[config.mk]
export PLATFORM = sky130hd
export DESIGN_NAME = usy_sync_port
export DESIGN_NICKNAME = d
export VERILOG_FILES = /design/src/logic/usy_pkg.sv /design/src/logic/usy_sync_port.sv /design/src/logic/usy_baud_gen.sv
export SDC_FILE = /design/constraint.sdc
export NUM_CORES = 1
export LEC_CHECK = 0
export ABC_AREA = 1
export BUFFER_PORTS_ARGS = -buffer_cell sky130_fd_sc_hd__buf_2
export CAP_MARGIN = 20
export CORE_MARGIN = 3
export CORE_UTILIZATION = 42
export CTS_CLUSTER_SIZE = 8
export DETAILED_ROUTE_END_ITERATION = 8
export SYNTH_ARGS = -nofsm -noshare
export SYNTH_HDL_FRONTEND = slang
export SYNTH_SLANG_ARGS = --single-unit
[constraint.sdc]
create_clock -name pclk -period 2.55 [get_ports pclk]
set_input_delay 0.51 -clock pclk [delete_from_list [all_inputs] [get_ports pclk]]
set_output_delay 0.51 -clock pclk [all_outputs]
set_load 0.02 [all_outputs]
[src/logic/usy_pkg.sv]
// package: register map, field positions and link states of the clocked serial port
package usy_pkg;

	// ==========================================================
	// bus geometry
	localparam int USY_ADDR_W = 8; // byte address bits decoded
	localparam int USY_DATA_W = 32; // apb data width

	// ==========================================================
	// register byte offsets, one aligned word each
	localparam logic [7:0] USY_OFF_TSC = 8'h00; // transmit_status_control
	localparam logic [7:0] USY_OFF_RSC = 8'h04; // receive_status_control
	localparam logic [7:0] USY_OFF_BCN = 8'h08; // baud_control
	localparam logic [7:0] USY_OFF_BDL = 8'h0c; // baud_divisor_low
	localparam logic [7:0] USY_OFF_BDH = 8'h10; // baud_divisor_high
	localparam logic [7:0] USY_OFF_THR = 8'h14; // transmit_holding, write only
	localparam logic [7:0] USY_OFF_RDR = 8'h18; // receive_data_register, read pops
	localparam logic [7:0] USY_OFF_FLG = 8'h1c; // event flags, read only

	// ==========================================================
	// transmit_status_control fields
	localparam int USY_TSC_MASTER = 7; // clock_source_master_select
	localparam int USY_TSC_NINE = 6; // nine_bit_transmit_enable
	localparam int USY_TSC_TRANSMITTER_ENABLE = 5; // transmitter_enable
	localparam int USY_TSC_CLOCKED = 4; // clocked-mode select
	localparam int USY_TSC_HISPEED = 2; // high_speed_divisor_select
	localparam int USY_TSC_SHEMPTY = 1; // shifter idle, read only
	localparam int USY_TSC_NINTH = 0; // transmit_ninth_bit
	localparam logic [7:0] USY_TSC_WMASK = 8'hf5; // writable bits

	// receive_status_control fields
	localparam int USY_RSC_PORT_EN = 7; // serial_port_enable
	localparam int USY_RSC_NINE = 6; // nine_bit_receive_enable
	localparam int USY_RSC_SINGLE = 5; // single_receive_enable
	localparam int USY_RSC_CONT = 4; // continuous_receive_enable
	localparam int USY_RSC_OVERRUN = 1; // overrun_flag, read only
	localparam int USY_RSC_NINTH = 0; // receive_ninth_bit, read only
	localparam logic [7:0] USY_RSC_WMASK = 8'hf0; // writable bits

	// baud_control fields
	localparam int USY_BCN_POL = 4; // clock_idle_polarity
	localparam int USY_BCN_WIDE = 3; // wide_divisor_select
	localparam logic [7:0] USY_BCN_WMASK = 8'h18; // writable bits

	// flag word fields
	localparam int USY_FLG_TXEMPTY = 0; // transmit_empty_flag
	localparam int USY_FLG_RXFULL = 1; // receive_interrupt_flag

	// ==========================================================
	// reset values and character geometry
	localparam logic [7:0] USY_RST_CTRL = 8'h00; // all control bytes
	localparam logic [3:0] USY_BITS_NARROW = 4'h8; // bits per 8-bit character
	localparam logic [3:0] USY_BITS_WIDE = 4'h9; // bits per 9-bit character
	localparam logic [1:0] USY_FIFO_DEPTH = 2'h2; // receive fifo entries

	// link sequencer states
	typedef enum logic [1:0] {LK_IDLE, LK_TX, LK_RX} usy_link_e;

endpackage

[src/logic/usy_sync_port.sv]
// clocked half-duplex serial port with apb register access
//
// Implementation choices: the placing of the registers and register access over APB.
`timescale 1ns/1ns
`default_nettype none

// Contract
// - master needs clocked and master bits; enable gates
// - no receive enable means transmitter
// - no framing bits, never send and receive together
// - master drives clock pin, driver enabled automatically
// - one clock per bit, change lead, valid trail
// - polarity sets idle level and change edge
// - master transmit drives data and clock pins
// - holding write starts send, waits for shifter
// - ninth transmit bit from its register field
// - master receive releases data pin driver
// - single receive: one character, then hardware clears
// - continuous clocks; clearing mid-character aborts, discards
// - both set: clear single, continue continuously
// - sample data pin on trailing clock edge
// - characters enter two-entry fifo, flag while unread
// - slave takes clock from pin, driver off
// - third character sets overrun, fifo kept
// - overrun clear by read or continuous clear
// - nine-bit receive; ninth bit of oldest entry
// - master rate from sixteen-bit divisor pair
module usy_sync_port
	import usy_pkg::*;
(
	input wire logic pclk,
	input wire logic presetn,
	input wire logic psel,
	input wire logic penable,
	input wire logic pwrite,
	input wire logic [USY_ADDR_W-1:0] paddr,
	input wire logic [USY_DATA_W-1:0] pwdata,
	output logic [USY_DATA_W-1:0] prdata,
	output logic pready,
	output logic pslverr,
	input wire logic clock_transmit_pin_sense,
	output logic clock_transmit_pin_value,
	output logic clock_transmit_pin_oe,
	input wire logic data_receive_pin_sense,
	output logic data_receive_pin_value,
	output logic data_receive_pin_oe
);

	// ==========================================================
	// address decode shared by error answer and write gating
	function automatic logic addr_mapped(input logic [USY_ADDR_W-1:0] a);
		return (a == USY_OFF_TSC) || (a == USY_OFF_RSC) || (a == USY_OFF_BCN) ||
			(a == USY_OFF_BDL) || (a == USY_OFF_BDH) || (a == USY_OFF_THR) ||
			(a == USY_OFF_RDR) || (a == USY_OFF_FLG);
	endfunction

	// ==========================================================
	// register group state
	logic [7:0] tsc_reg, tsc_next; // transmit_status_control
	logic [7:0] rsc_reg, rsc_next; // receive_status_control, control half
	logic [7:0] bcn_reg, bcn_next; // baud_control
	logic [7:0] bdl_reg, bdl_next; // baud_divisor_low
	logic [7:0] bdh_reg, bdh_next; // baud_divisor_high
	logic [8:0] thr_reg, thr_next; // transmit_holding with ninth bit
	logic thr_full_reg, thr_full_next; // holding register occupied
	logic [USY_DATA_W-1:0] prdata_reg, prdata_next; // read answer
	logic pready_reg, pready_next; // one wait state then ready
	logic [7:0] rd_byte; // read mux output

	// link group state
	usy_link_e state_reg, state_next; // sequencer
	logic [8:0] tsr_reg, tsr_next; // transmit_shifter
	logic [8:0] rsr_reg, rsr_next; // receive_shifter
	logic [3:0] bitcnt_reg, bitcnt_next; // bits done in this character
	logic sclk_reg, sclk_next; // master clock, 1 = active level
	logic dto_reg, dto_next; // data pin output bit
	logic ckp_reg, ckp_next; // previous active level of clock pin
	logic [8:0] fifo_reg [2]; // receive fifo storage
	logic [8:0] fifo_next [2];
	logic fifo_rd_reg, fifo_rd_next; // oldest entry index
	logic [1:0] fifo_cnt_reg, fifo_cnt_next; // unread entries
	logic ovr_reg, ovr_next; // overrun_flag
	logic ovr_single_reg, ovr_single_next; // overrun arose in single mode

	// ==========================================================
	// mode decode
	logic port_on; // port enabled in clocked mode
	logic master; // master role
	logic rx_mode; // any receive enable set
	logic tx_mode; // transmitter role
	logic pol; // clock idle level
	logic [3:0] tx_bits; // bits per transmitted character
	logic [3:0] rx_bits; // bits per received character
	logic tick; // baud tick
	logic ck_act; // clock pin seen as active level
	logic lead; // leading clock edge event
	logic trail; // trailing clock edge event
	logic [8:0] rx_shift; // receive shifter after this sample
	logic [8:0] rx_char; // received character, right aligned
	logic [8:0] head; // oldest fifo entry
	logic thr_take; // holding register moved to shifter
	logic single_done; // single receive finished a character
	logic rx_done; // character complete on the receiver
	logic reg_access, rd_latch, reg_write, rd_pop; // apb phase decodes

	assign port_on = rsc_reg[USY_RSC_PORT_EN] && tsc_reg[USY_TSC_CLOCKED];
	assign master = port_on && tsc_reg[USY_TSC_MASTER];
	assign rx_mode = rsc_reg[USY_RSC_SINGLE] || rsc_reg[USY_RSC_CONT];
	assign tx_mode = !rx_mode;
	assign pol = bcn_reg[USY_BCN_POL];
	assign tx_bits = tsc_reg[USY_TSC_NINE] ? USY_BITS_WIDE : USY_BITS_NARROW;
	assign rx_bits = rsc_reg[USY_RSC_NINE] ? USY_BITS_WIDE : USY_BITS_NARROW;
	assign head = fifo_reg[fifo_rd_reg];

	// ==========================================================
	// master rate generator
	usy_baud_gen #(
		.DIV_W(16)
	) u_baud (
		.pclk(pclk),
		.presetn(presetn),
		.run(master && (state_reg != LK_IDLE)),
		.wide(bcn_reg[USY_BCN_WIDE]),
		.divisor({bdh_reg, bdl_reg}),
		.tick(tick)
	);

	// ==========================================================
	// clock edge events: baud ticks as master, pin edges as slave
	// the pin is taken as synchronous, so one stored level finds its edges
	assign ck_act = clock_transmit_pin_sense ^ pol;
	assign lead = master ? (tick && !sclk_reg) : (ck_act && !ckp_reg);
	assign trail = master ? (tick && sclk_reg) : (!ck_act && ckp_reg);

	// bits enter at the top, so the first bit ends lowest, ninth last
	assign rx_shift = {data_receive_pin_sense, rsr_reg[8:1]};
	assign rx_char = (rx_bits == USY_BITS_WIDE) ? rx_shift : {1'b0, rx_shift[8:1]};

	// ==========================================================
	// pins: clock driven only as master, data only in transmit mode
	assign clock_transmit_pin_oe = master;
	assign clock_transmit_pin_value = sclk_reg ^ pol;
	assign data_receive_pin_oe = port_on && tx_mode && (state_reg != LK_RX) &&
		(master || tsc_reg[USY_TSC_TRANSMITTER_ENABLE]);
	assign data_receive_pin_value = dto_reg;

	// ==========================================================
	// apb phases: read data is latched in the first cycle, writes land with ready in the second
	assign reg_access = psel && penable;
	assign rd_latch = reg_access && !pready_reg && !pwrite;
	assign reg_write = reg_access && pready_reg && pwrite && addr_mapped(paddr);
	assign rd_pop = rd_latch && (paddr == USY_OFF_RDR) && (fifo_cnt_reg != 2'h0);
	assign prdata = prdata_reg;
	assign pready = pready_reg;
	assign pslverr = pready_reg && !addr_mapped(paddr);

	// read mux; status bits come straight from the link state and the holding flag
	always_comb
	begin
		case (paddr)
			USY_OFF_TSC: rd_byte = {tsc_reg[7:2], state_reg != LK_TX, tsc_reg[0]};
			USY_OFF_RSC: rd_byte = {rsc_reg[7:4], 2'h0, ovr_reg,
				(fifo_cnt_reg != 2'h0) && head[8]};
			USY_OFF_BCN: rd_byte = bcn_reg;
			USY_OFF_BDL: rd_byte = bdl_reg;
			USY_OFF_BDH: rd_byte = bdh_reg;
			USY_OFF_RDR: rd_byte = (fifo_cnt_reg != 2'h0) ? head[7:0] : 8'h00;
			USY_OFF_FLG: rd_byte = {6'h00, fifo_cnt_reg != 2'h0, !thr_full_reg};
			default: rd_byte = 8'h00;
		endcase
	end

	// ==========================================================
	// register group next values
	always_comb
	begin
		tsc_next = tsc_reg;
		rsc_next = rsc_reg;
		bcn_next = bcn_reg;
		bdl_next = bdl_reg;
		bdh_next = bdh_reg;
		thr_next = thr_reg;
		thr_full_next = thr_full_reg;
		prdata_next = prdata_reg;
		pready_next = reg_access && !pready_reg;
		// hardware actions first, so a software write in the same cycle wins
		if (thr_take)
			thr_full_next = 1'b0;
		if (single_done)
			rsc_next[USY_RSC_SINGLE] = 1'b0;
		if (reg_write)
		begin
			case (paddr)
				USY_OFF_TSC: tsc_next = pwdata[7:0] & USY_TSC_WMASK;
				USY_OFF_RSC: rsc_next = pwdata[7:0] & USY_RSC_WMASK;
				USY_OFF_BCN: bcn_next = pwdata[7:0] & USY_BCN_WMASK;
				USY_OFF_BDL: bdl_next = pwdata[7:0];
				USY_OFF_BDH: bdh_next = pwdata[7:0];
				USY_OFF_THR:
				begin
					// ninth bit captured with the byte; a write while full overwrites
					thr_next = {tsc_reg[USY_TSC_NINE] && tsc_reg[USY_TSC_NINTH],
						pwdata[7:0]};
					thr_full_next = 1'b1;
				end
				default: thr_full_next = thr_full_next;
			endcase
		end
		if (rd_latch)
			prdata_next = {{(USY_DATA_W-8){1'b0}}, rd_byte};
	end

	// register only
	always_ff @(posedge pclk or negedge presetn)
	begin
		if (!presetn)
		begin
			tsc_reg <= USY_RST_CTRL;
			rsc_reg <= USY_RST_CTRL;
			bcn_reg <= USY_RST_CTRL;
			bdl_reg <= USY_RST_CTRL;
			bdh_reg <= USY_RST_CTRL;
			thr_reg <= '0;
			thr_full_reg <= 1'b0;
			prdata_reg <= '0;
			pready_reg <= 1'b0;
		end
		else
		begin
			tsc_reg <= tsc_next;
			rsc_reg <= rsc_next;
			bcn_reg <= bcn_next;
			bdl_reg <= bdl_next;
			bdh_reg <= bdh_next;
			thr_reg <= thr_next;
			thr_full_reg <= thr_full_next;
			prdata_reg <= prdata_next;
			pready_reg <= pready_next;
		end
	end

	// ==========================================================
	// link group next values: sequencer, shifters, fifo, overrun
	always_comb
	begin
		state_next = state_reg;
		tsr_next = tsr_reg;
		rsr_next = rsr_reg;
		bitcnt_next = bitcnt_reg;
		sclk_next = sclk_reg;
		dto_next = dto_reg;
		ckp_next = ck_act;
		fifo_next = fifo_reg;
		fifo_rd_next = fifo_rd_reg;
		fifo_cnt_next = fifo_cnt_reg;
		ovr_next = ovr_reg;
		ovr_single_next = ovr_single_reg;
		thr_take = 1'b0;
		single_done = 1'b0;
		rx_done = 1'b0;
		// a read hands the oldest entry to software
		if (rd_pop)
		begin
			fifo_rd_next = !fifo_rd_reg;
			fifo_cnt_next = fifo_cnt_reg - 2'h1;
		end
		// overrun release depends on the mode it arose in
		if (ovr_single_reg ? rd_pop : !rsc_reg[USY_RSC_CONT])
			ovr_next = 1'b0;
		unique case (state_reg)
			LK_IDLE:
			begin
				sclk_next = 1'b0;
				bitcnt_next = 4'h0;
				if (tx_mode && tsc_reg[USY_TSC_TRANSMITTER_ENABLE] && thr_full_reg)
				begin
					tsr_next = thr_reg;
					thr_take = 1'b1;
					state_next = LK_TX;
				end
				else if (rx_mode && !(master && ovr_reg))
				begin
					rsr_next = '0;
					state_next = LK_RX;
				end
			end
			LK_TX:
			begin
				if (!tx_mode || !tsc_reg[USY_TSC_TRANSMITTER_ENABLE])
				begin
					// transmitter dropped: stop at once, idle clock level
					sclk_next = 1'b0;
					state_next = LK_IDLE;
				end
				else if (lead)
				begin
					dto_next = tsr_reg[0];
					tsr_next = {1'b0, tsr_reg[8:1]};
					sclk_next = 1'b1;
				end
				else if (trail)
				begin
					sclk_next = 1'b0;
					bitcnt_next = bitcnt_reg + 4'h1;
					if (bitcnt_reg + 4'h1 == tx_bits)
					begin
						// last bit out: a waiting character follows with no gap
						bitcnt_next = 4'h0;
						if (thr_full_reg)
						begin
							tsr_next = thr_reg;
							thr_take = 1'b1;
						end
						else
							state_next = LK_IDLE;
					end
				end
			end
			LK_RX:
			begin
				if (!rx_mode || (master && ovr_reg))
				begin
					// partial character thrown away, clock stops
					sclk_next = 1'b0;
					bitcnt_next = 4'h0;
					state_next = LK_IDLE;
				end
				else if (lead)
					sclk_next = 1'b1;
				else if (trail)
				begin
					sclk_next = 1'b0;
					rsr_next = rx_shift;
					bitcnt_next = bitcnt_reg + 4'h1;
					if (bitcnt_reg + 4'h1 == rx_bits)
					begin
						bitcnt_next = 4'h0;
						rx_done = 1'b1;
						if (ovr_reg)
							ovr_next = 1'b1;
						else if (fifo_cnt_next == USY_FIFO_DEPTH)
						begin
							// contents kept; set wins over any release above
							ovr_next = 1'b1;
							ovr_single_next = rsc_reg[USY_RSC_SINGLE] &&
								!rsc_reg[USY_RSC_CONT];
						end
						else
						begin
							fifo_next[fifo_rd_next ^ fifo_cnt_next[0]] = rx_char;
							fifo_cnt_next = fifo_cnt_next + 2'h1;
						end
						if (master && rsc_reg[USY_RSC_SINGLE])
							single_done = 1'b1;
						// pause so the cleared single bit is seen before more clocks
						if (master && !rsc_reg[USY_RSC_CONT])
							state_next = LK_IDLE;
					end
				end
			end
		endcase
		// port disabled acts as a module reset of the link side
		if (!port_on)
		begin
			state_next = LK_IDLE;
			sclk_next = 1'b0;
			dto_next = 1'b0;
			bitcnt_next = 4'h0;
			fifo_rd_next = 1'b0;
			fifo_cnt_next = 2'h0;
			ovr_next = 1'b0;
			ovr_single_next = 1'b0;
		end
	end

	// register only
	always_ff @(posedge pclk or negedge presetn)
	begin
		if (!presetn)
		begin
			state_reg <= LK_IDLE;
			tsr_reg <= '0;
			rsr_reg <= '0;
			bitcnt_reg <= 4'h0;
			sclk_reg <= 1'b0;
			dto_reg <= 1'b0;
			ckp_reg <= 1'b0;
			fifo_reg <= '{default: '0};
			fifo_rd_reg <= 1'b0;
			fifo_cnt_reg <= 2'h0;
			ovr_reg <= 1'b0;
			ovr_single_reg <= 1'b0;
		end
		else
		begin
			state_reg <= state_next;
			tsr_reg <= tsr_next;
			rsr_reg <= rsr_next;
			bitcnt_reg <= bitcnt_next;
			sclk_reg <= sclk_next;
			dto_reg <= dto_next;
			ckp_reg <= ckp_next;
			fifo_reg <= fifo_next;
			fifo_rd_reg <= fifo_rd_next;
			fifo_cnt_reg <= fifo_cnt_next;
			ovr_reg <= ovr_next;
			ovr_single_reg <= ovr_single_next;
		end
	end
endmodule

`default_nettype wire

[src/logic/usy_baud_gen.sv]
// baud tick generator for the master shift clock
`timescale 1ns/1ns
`default_nettype none

module usy_baud_gen
	import usy_pkg::*;
#(
	parameter int DIV_W = 16
)
(
	input wire logic pclk,
	input wire logic presetn,
	input wire logic run,
	input wire logic wide,
	input wire logic [DIV_W-1:0] divisor,
	output logic tick
);

	// ==========================================================
	// down counter, one tick every reload+1 cycles
	logic [DIV_W-1:0] cnt_reg; // current count
	logic [DIV_W-1:0] cnt_next; // next count
	logic [DIV_W-1:0] reload; // value loaded at wrap

	// narrow mode only uses the low byte, so small divisors need no high write
	always_comb
	begin
		reload = wide ? divisor : {{(DIV_W-8){1'b0}}, divisor[7:0]};
		if (!run || cnt_reg == '0)
			cnt_next = reload;
		else
			cnt_next = cnt_reg - 1'b1;
	end

	// register only
	always_ff @(posedge pclk or negedge presetn)
	begin
		if (!presetn)
			cnt_reg <= '0;
		else
			cnt_reg <= cnt_next;
	end

	// held at reload while idle, so the first tick is a full period after start
	assign tick = run && (cnt_reg == '0);

endmodule

`default_nettype wire

### Word level (Yosys, flattened, before mapping)

Index checks and enable logic that the tools add are counted.

* add/sub/neg operators: 4
* $mul: 0
* divide/modulo/power cells: 0
* $lt $le $gt $ge: 3
* eq/ne operators: 47
* shift-type cells: 0
* multiplexer cells: 110
* bitwise logic cells: 9
* reduce and logical (&&, ||, !) cells: 75

Operators by type and width (number)
* 9-bit two-way mux: 16
* 8-bit one-hot mux with 7 select lines: 1
* 1-bit two-way mux: 49
* 2-bit two-way mux: 22
* 4-bit two-way mux: 9
* 4-bit inequality test (second input constant): 9
* 9-bit one-hot mux with 2 select lines: 2
* 8-bit by 5-bit equality test with 1-bit output (second input constant): 4
* 16-bit two-way mux: 2
* 1-bit logical AND: 30
* 2-bit inequality test (second input constant): 12
* 18-bit bitwise mux: 1
* 3-bit inequality test (second input constant): 6
* 8-bit by 4-bit equality test with 1-bit output (second input constant): 2
* 16-bit logical NOT: 1
* 16-bit by 1-bit subtractor with 16-bit output (second input constant): 1
* 2-bit by 1-bit inequality test with 1-bit output (second input constant): 7
* 7-bit AND reduction: 2
* 1-bit logical NOT: 13
* 1-bit logical OR: 12
* 6-bit two-way mux: 2
* 4-bit one-hot mux with 3 select lines: 1
* 2-bit AND reduction: 6
* 6-bit AND reduction: 2
* other kinds (24): 36

* register bits: 113
* latch bits: 0
* bits in writable memories: 0
* ROM bits: 0
* bits of input ports: 47
* memories kept: 0

### Depth between registers and ports, before layout

Gate-level depths: netlist (run 1).

* depth in word-level cells: 15
* gate-level depth with buffers: 16
* depth with buffers taken out: 16

### Cells and area by module

Synthesis (run 1) repeated with hierarchy kept, for this count alone.

* cell total of the unflattened synthesis: 832
* area, all modules: 6354.8 µm²

By module, submodules not included
* usy_sync_port: instances 1, cells each 674, area each 5268.8 µm²
* usy_baud_gen: instances 1, cells each 158, area each 1086.0 µm²

### Worst setup path after synthesis (run 1)

Ideal clock, no wire load.

* kind: register to output
* start point: reg state_reg[0]
* end point: out data_receive_pin_oe
* data arrival time: 1945 ps
* required time: 2040 ps
* path slack: 95 ps
* stages on the path, launching flop included: 5
* path through: dfrtp_1 > inv_1 > ha_1 > clkbuf_1 > a2111oi_0

* longest elaborated chain between the ends: 3

Ends and longest elaborated chain
* start: declaration: line usy_sync_port.sv:71 `usy_link_e state_reg, state_next;`
* start signal: assignment: line usy_sync_port.sv:396 `state_reg <= state_next;`
* 2-bit inequality test: line usy_sync_port.sv:143 `assign data_receive_pin_oe = port_on && tx_mode && (state_reg != LK_RX) &&`
* 1-bit logical AND (2 in a row): line usy_sync_port.sv:143
* end: declaration: line usy_sync_port.sv:46 `output logic data_receive_pin_oe`

Every way passes these cells.

### Worst setup path after layout (run 1)

Ends and elaborated chain as after synthesis.

==> results of run 1 <==
==> power by group through the flow <==
stage / clock network [uW] / registers (uW) / logic (uW)
2_1_floorplan: 0 / 1850 / 106
3_3_place_gp: 0 / 1830 / 204
3_5_place_dp: 0 / 1830 / 205
4_1_cts: 1500 / 1800 / 205
5_1_grt: 1570 / 1800 / 224
6_report: 1480 / 1800 / 201
==> worst max path at each step <==
stage	start	to	slack, ns	cells past startpoint
after floorplan	state_reg[0]	data_receive_pin_oe	0.09	4
after global placement	paddr[1]	fifo_reg[3]	-0.03	13
after detailed placement	paddr[1]	fifo_reg[7]	-0.04	13
after CTS	state_reg[0]	data_receive_pin_oe	0.09	5
after global routing	state_reg[0]	data_receive_pin_oe	0.03	5
final	state_reg[0]	data_receive_pin_oe	0.19	5
==> stage by stage <==
| step | utilization [%] | cells | total power [uW] | worst slack (ns) |
|---|---|---|---|---|
| floorplan | - | 834 | 1958 | 0.09460 |
| global placement | 46.25 | 1043 | 2038 | -0.02573 |
| detailed placement | 46.25 | 1043 | 2038 | -0.04174 |
| CTS | 48.36 | 1059 | 3503 | 0.09408 |
| global route | 48.37 | 1059 | 3597 | 0.03111 |
| finish | 48.37 | 1059 | 3478 | 0.1870 |
==> cells in the mapped netlist, drive strengths merged <==
| library cell | count |
|---|---|
| nand2 | 249 |
| dfrtp | 112 |
| inv | 86 |
| o21ai | 75 |
| nand3 | 72 |
| nor2 | 68 |
| buf | 32 |
| a21oi | 21 |
| o22ai | 13 |
| nor3 | 12 |
| nand4 | 11 |
| xor2 | 11 |
| clkbuf | 9 |
| ha | 9 |
| mux2 | 5 |
| xnor2 | 5 |
| nand3b | 4 |
| clkinv | 3 |
| nor4 | 3 |
| o211ai | 2 |
| a2111oi | 1 |
| a21boi | 1 |
| a31o | 1 |
| a31oi | 1 |
| conb | 1 |
| mux2i | 1 |
| o21bai | 1 |
| o31ai | 1 |
| or2 | 1 |
==> logic make-up (layout without fill, tap and decap cells) <==
group / count (synthesis) / count (layout) / synth area share (%)
fa+ha+maj: 9 / 9 / 1.791
compound gates: 117 / 117 / 10.21
simple gates: 420 / 420 / 30.37
xor+xnor: 16 / 16 / 2.229
flops: 112 / 112 / 44.58
mux: 6 / 6 / 1.055
other cells: 1 / 24 / 0.05964
buf+inv: 130 / 171 / 9.711
==> cell type report <==
| class | instances | area share (%) |
|---|---|---|
| clock buffer | 11 | 3.582 |
| clock inverter | 5 | 0.7801 |
| inverter | 89 | 4.734 |
| multi-input combinational | 592 | 41.97 |
| sequential | 112 | 39.72 |
| tap | 184 | 3.262 |
| timing repair buffer | 66 | 5.957 |
==> worst max-delay path, delay by kind of cell (launching register included) <==
family                   cells  cell delay, ns
AO/OA/AOI/OAI                1            0.46
buffers and inverters        3            0.41
flip-flops                   1            0.37
adder cells (fa/ha/maj)      1            0.25
==> routing by layer <==
layer	wire length (um)	part of all wire [%]
met5	0	0
met4	253	1.7
met3	484	3.2
met2	6767	44
met1	7731	51
==> flow_summary.yaml, run 1 <==
run_status:
  status: "completed"
timing:
  worst_slew_pin_slew_ns: 0.4988
  finalSetupViolCount: 0
  maxSlewHeadroom_pct: 66.39
  period_needed_ns: 2.363
  rsz0062_at_grt: "no"
  slew_viol_final: 0
  clock-skew-final_ns: 0.01085
  hold_violations: 0
  fmax_mhz: 423.2
  hold-worst-slack_ns: 0.1076
  period_share_pct: 92.67
  setup_tns_ns: 0
global_routing:
  grt_pass1_wl_um: 25010
  first_global_vias: 4790
  busiest_layer: "met1"
  grt_max_degree: 40
  antenna_found_initial: 0
  track_usage_pct: 19.20
  grt_overflow: 0
  use_met1_pct: 29.01
  gr-usage-met3_pct: 2.283
  met2_usage_pct: 28.72
run:
  drv_cap: 0
clocking:
  cts_buffers: 9
  cts_tree: "built"
  insertion_delay_ns: 0.35
  clock-root-buffer: "clkbuf_16"
  clock_path_buffers: 2
  cts_hold_buf: 0
  cts_post_setup_buffers_inserted: 0
  cts.sinks: 112
  clkSlewWorstSetupHoldPaths_ns: 0.08
  cts_max_level: 3
  cts_resized: 0
cells_and_area:
  multi_input_area_sq_um: 2962
  area_delta_synth_final_pct: 12.24
  final_common_cell: "nand2_1"
  n_fill_cell: 1445
  fin_area_sq_um: 7057
  drive_gt1_share_pct: 13.60
  regArea_sq_um: 2803
  largest_register_ffs: 18
  antenna_cells: 0
  layout_common_cells: "243 x nand2_1, 112 x dfrtp_1, 84 x inv_1"
  finalNetCount: 926
detailed_routing:
  vias: 5265
  ant_nets: 0
  drtIter0Drc: 336
  post_drt_wl_per_cell_um: 14.39
  drc: 0
  vias_per_cell: 4.972
  totalWireLength_um: 15240
  dr.pass1.iters: 5
critical_path:
  cp_max_fo: 3
  crit_type: "flip-flop to output pin"
  crit_slowest_cell: "a2111oi_1"
  worstReg2RegStart: "fifo_cnt_reg[0]"
  rr_endpoint: "fifo_reg[7]"
  r2r_setup_slack_ns: 0.26
  worstPathArrival_ns: 1.85
  required_ns: 2.04
  start_kind: "flip-flop"
  critPathMaxStageDelay_ns: 0.46
  crit_chain: "inv_1, ha_1, a2111oi_1, buf_4, buf_2"
  endpoint_kind: "output pin"
  r2r_cells: 13
logic_synthesis:
  yosysWarnings: 0
  synth.top_cell.area_share_pct: 44.58
  synth_seq_cells: 112
  synthCells: 811
  yosysSeqAreaShare_pct: 44.58
  synthDistinctLibCells: 46
  synth.area.top_cells: "dfrtp_1 45%, nand2_1 15%, o21ai_0 5.6%"
  avgSynthCellArea_sq_um: 7.753
  synthesis.area_sq_um: 6287
  yosysTopAreaCell: "dfrtp_1"
power:
  clockPowerShare_pct: 42.5
  power_frac_seq_pct: 51.7
  comb_power_share_pct: 5.8
  vdd_ir_drop_max_v: 0.0003331
  p_leak_uw: 0.003633
  p_int_uw: 2655
  swShare_pct: 23.66
  power_density_nw_per_um2: 492.9
  power.switching_uw: 823.1
die:
  die_h_um: 128.4
  start_util_pct: 43.10
  rows: 44
  core_sq_um: 14590
  io-pin-count: 85
  die-area_sq_um: 16470
  die_w_um: 128.4
placed_design:
  portBuffers: 36
  placed_area_sq_um: 6748
  gp_congestion: 0.8556
  dp_hpwl_um: 11490
worst_hold_path:
  worstHoldPathType: "primary input to async pin"
(Power assumes the default switching activity.)
==> run 2, diff against run 1 <==
--- a/config.mk
+++ b/config.mk
@@ -5,7 +5,6 @@
 export SDC_FILE = /design/constraint.sdc
 export NUM_CORES = 1
 export LEC_CHECK = 0
-export ABC_AREA = 1
 export BUFFER_PORTS_ARGS = -buffer_cell sky130_fd_sc_hd__buf_2
 export CAP_MARGIN = 20
 export CORE_MARGIN = 3
==> flow_summary.yaml, run 2 <==
run_status:
  status: "finished, violations left"
  violations: "setup timing"
logic_synthesis:
  synth.area.top_cells: "dfrtp_1 47%, mux2_2 15%, nand2_1 3.4%"
  synth_seq_cells: 112
  synthesis.area_sq_um: 5997
  yosysWarnings: 0
  synthTopCellsByCount: "112 x dfrtp_1, 80 x mux2_2, 54 x nand2_1"
  synth_edf_count: 0
  synthDistinctLibCells: 60
  yosysMostFrequentCell: "dfrtp_1"
  synthCells: 570
  synth.top_cell.area_share_pct: 46.73
  synth_ff_type: "dfrtp_1"
  yosysSeqAreaShare_pct: 46.73
  yosysTopAreaCell: "dfrtp_1"
  avgSynthCellArea_sq_um: 10.52
  async_reset_ff_share_pct: 100.0
cells_and_area:
  area_delta_synth_final_pct: 25.14
  fin_area_sq_um: 7505
  regArea_sq_um: 2803
  layout_common_cells: "112 x dfrtp_1, 94 x buf_4, 62 x mux2_2"
  multi_input_area_sq_um: 3148
  drive_gt1_share_pct: 36.96
  finalNetCount: 750
  largest_register_ffs: 18
  final_common_cell: "dfrtp_1"
  antenna_cells: 0
  final_cell_count_no_fill: 878
  n_fill_cell: 1236
timing:
  setup_tns_ns: -0.1347
  fmax_mhz: 388.2
  period_share_pct: 101.0
  clock-skew-final_ns: 0.005999
  hold-worst-slack_ns: 0.1581
  slew_viol_final: 0
  period_needed_ns: 2.576
  rsz0062_at_grt: "yes"
  maxSlewHeadroom_pct: 56.96
  layout_setup_ws_ns: -0.02610
  worst_slew_pin_slew_ns: 0.6457
  finalSetupViolCount: 9
  hold_violations: 0
clocking:
  cts.sinks: 112
  cts_buffers: 9
  clkSlewWorstSetupHoldPaths_ns: 0.07
  insertion_delay_ns: 0.35
  clock_path_buffers: 2
  cts_max_level: 3
  cts_hold_buf: 0
  clock-root-buffer: "clkbuf_16"
  cts_tree: "built"
die:
  core_sq_um: 13930
  start_util_pct: 43.04
  die_h_um: 125.5
  io-pin-count: 85
  rows: 43
  die-area_sq_um: 15750
  die_w_um: 125.5
detailed_routing:
  vias_per_cell: 5.459
  ant_nets: 0
  vias: 4793
  drc: 0
  drtIter0Drc: 303
  totalWireLength_um: 16010
  dr.pass1.iters: 4
  post_drt_wl_per_cell_um: 18.23
global_routing:
  track_usage_pct: 20.47
  grt_overflow: 0
  grt_max_degree: 50
  antenna_found_initial: 0
  first_global_vias: 4785
  grt_pass1_wl_um: 25470
placed_design:
  gp_congestion: 0.8925
  dp_cells: 842
  dp_hpwl_um: 11580
  portBuffers: 36
  placed_area_sq_um: 6883
worst_hold_path:
  worstHoldPathType: "primary input to async pin"
power:
  p_total_uw: 3339
  vdd_ir_drop_max_v: 0.0003453
  power_density_nw_per_um2: 444.9
  p_leak_uw: 0.003554
critical_path:
  start_kind: "flip-flop"
  worstPathArrival_ns: 2.82
  required_ns: 2.79
  cp.buffers_inverters: 1
  path_delay_family: "simple AND/OR/NAND/NOR gates"
  critPathMaxStageDelay_ns: 0.57
  endpoint_kind: "flip-flop"
  crit_slowest_cell: "or4_4"
  cp_max_fo: 5
  crit_type: "flip-flop to flip-flop"
  crit_chain: "nor4_4, nand4_4, o21a_1, or4_4, nor3b_4, buf_6, mux2_4"
run:
  drv_cap: 0
==> run 2: cell types whose count changed after synthesis, sizes merged, moves of 8 or more <==
cell | before | now
a21oi | 21 | 7
clkbuf | 9 | 17
inv | 86 | 16
mux2 | 5 | 80
nand2 | 249 | 54
nand3 | 72 | 15
nor2 | 68 | 35
o21ai | 75 | 38
o22ai | 13 | 0
==> run 2: metrics by stage <==
step | setup WS, ns | utilization [%]
2_1_floorplan | -0.1566 | -
4_1_cts | -0.07784 | 52.88
6_report | -0.02610 | 53.86
5_1_grt | -0.09676 | 53.86
3_5_place_dp | -0.2693 | 49.39
3_3_place_gp | -0.2591 | 49.39
==> run 2: logic make-up after synthesis <==
kind of cell / synth area share, %
DFF: 46.73
buffers and inverters: 5.550
and+or+nand+nor: 16.00
adders and majority gates: 1.878
muxes: 16.36
other: 0.06253
xor gates and xnor gates: 3.213
AOI/OAI and AO/OA: 10.20
==> run 2: final cells by class <==
type	count	share of cell area, %
Clock buffer	10	3.051
Tap cell	180	3.001
Timing Repair Buffer	137	13.40
Inverter	16	0.8003
Sequential cell	112	37.35
Clock inverter	5	0.4501
Multi-Input combinational cell	418	41.95
==> run 2: power by group <==
part / switching, uW / internal (uW) / total [uW]
Sequential: 16.6 / 1790 / 1810
Clock: 654 / 659 / 1310
Combinational: 153 / 62.7 / 216
Total: 824 / 2510 / 3340
==> run 2: final timing paths <==
check / slack, ns / endpoint / from / cells after the start
min in group pclk: 0.44 / rsr_reg[8] / data_receive_pin_sense / 3
max in group asynchronous: 1.65 / thr_reg[6] / presetn / 2
max: -0.03 / fifo_reg[2] / u_baud.cnt_reg[5] / 7
max reg2reg: -0.03 / fifo_reg[2] / u_baud.cnt_reg[5] / 7
min reg2reg: 0.48 / thr_reg[8] / thr_reg[8] / 2
min: 0.16 / u_baud.cnt_reg[1] / presetn / 1
==> run 2: timing repair <==
| item | in CTS | in global routing |
|---|---|---|
| endpoints found under the setup margin | 18 | 28 |
| setup buffers | 15 | 7 |
| pin swaps | 7 | 16 |
| gates cloned | 1 | 0 |
| gates resized for setup | 24 | 29 |
==> run 2: routing by layer <==
metal	share of wire [%]	vias to the layer above	track usage (%)	wire length, um
li1	-	2259	-	-
met1	46	2394	28.72	7395
met2	48	118	32.88	7703
met3	3.8	22	3.417	606
met4	1.9	0	5.804	305
met5	0	-	0	0
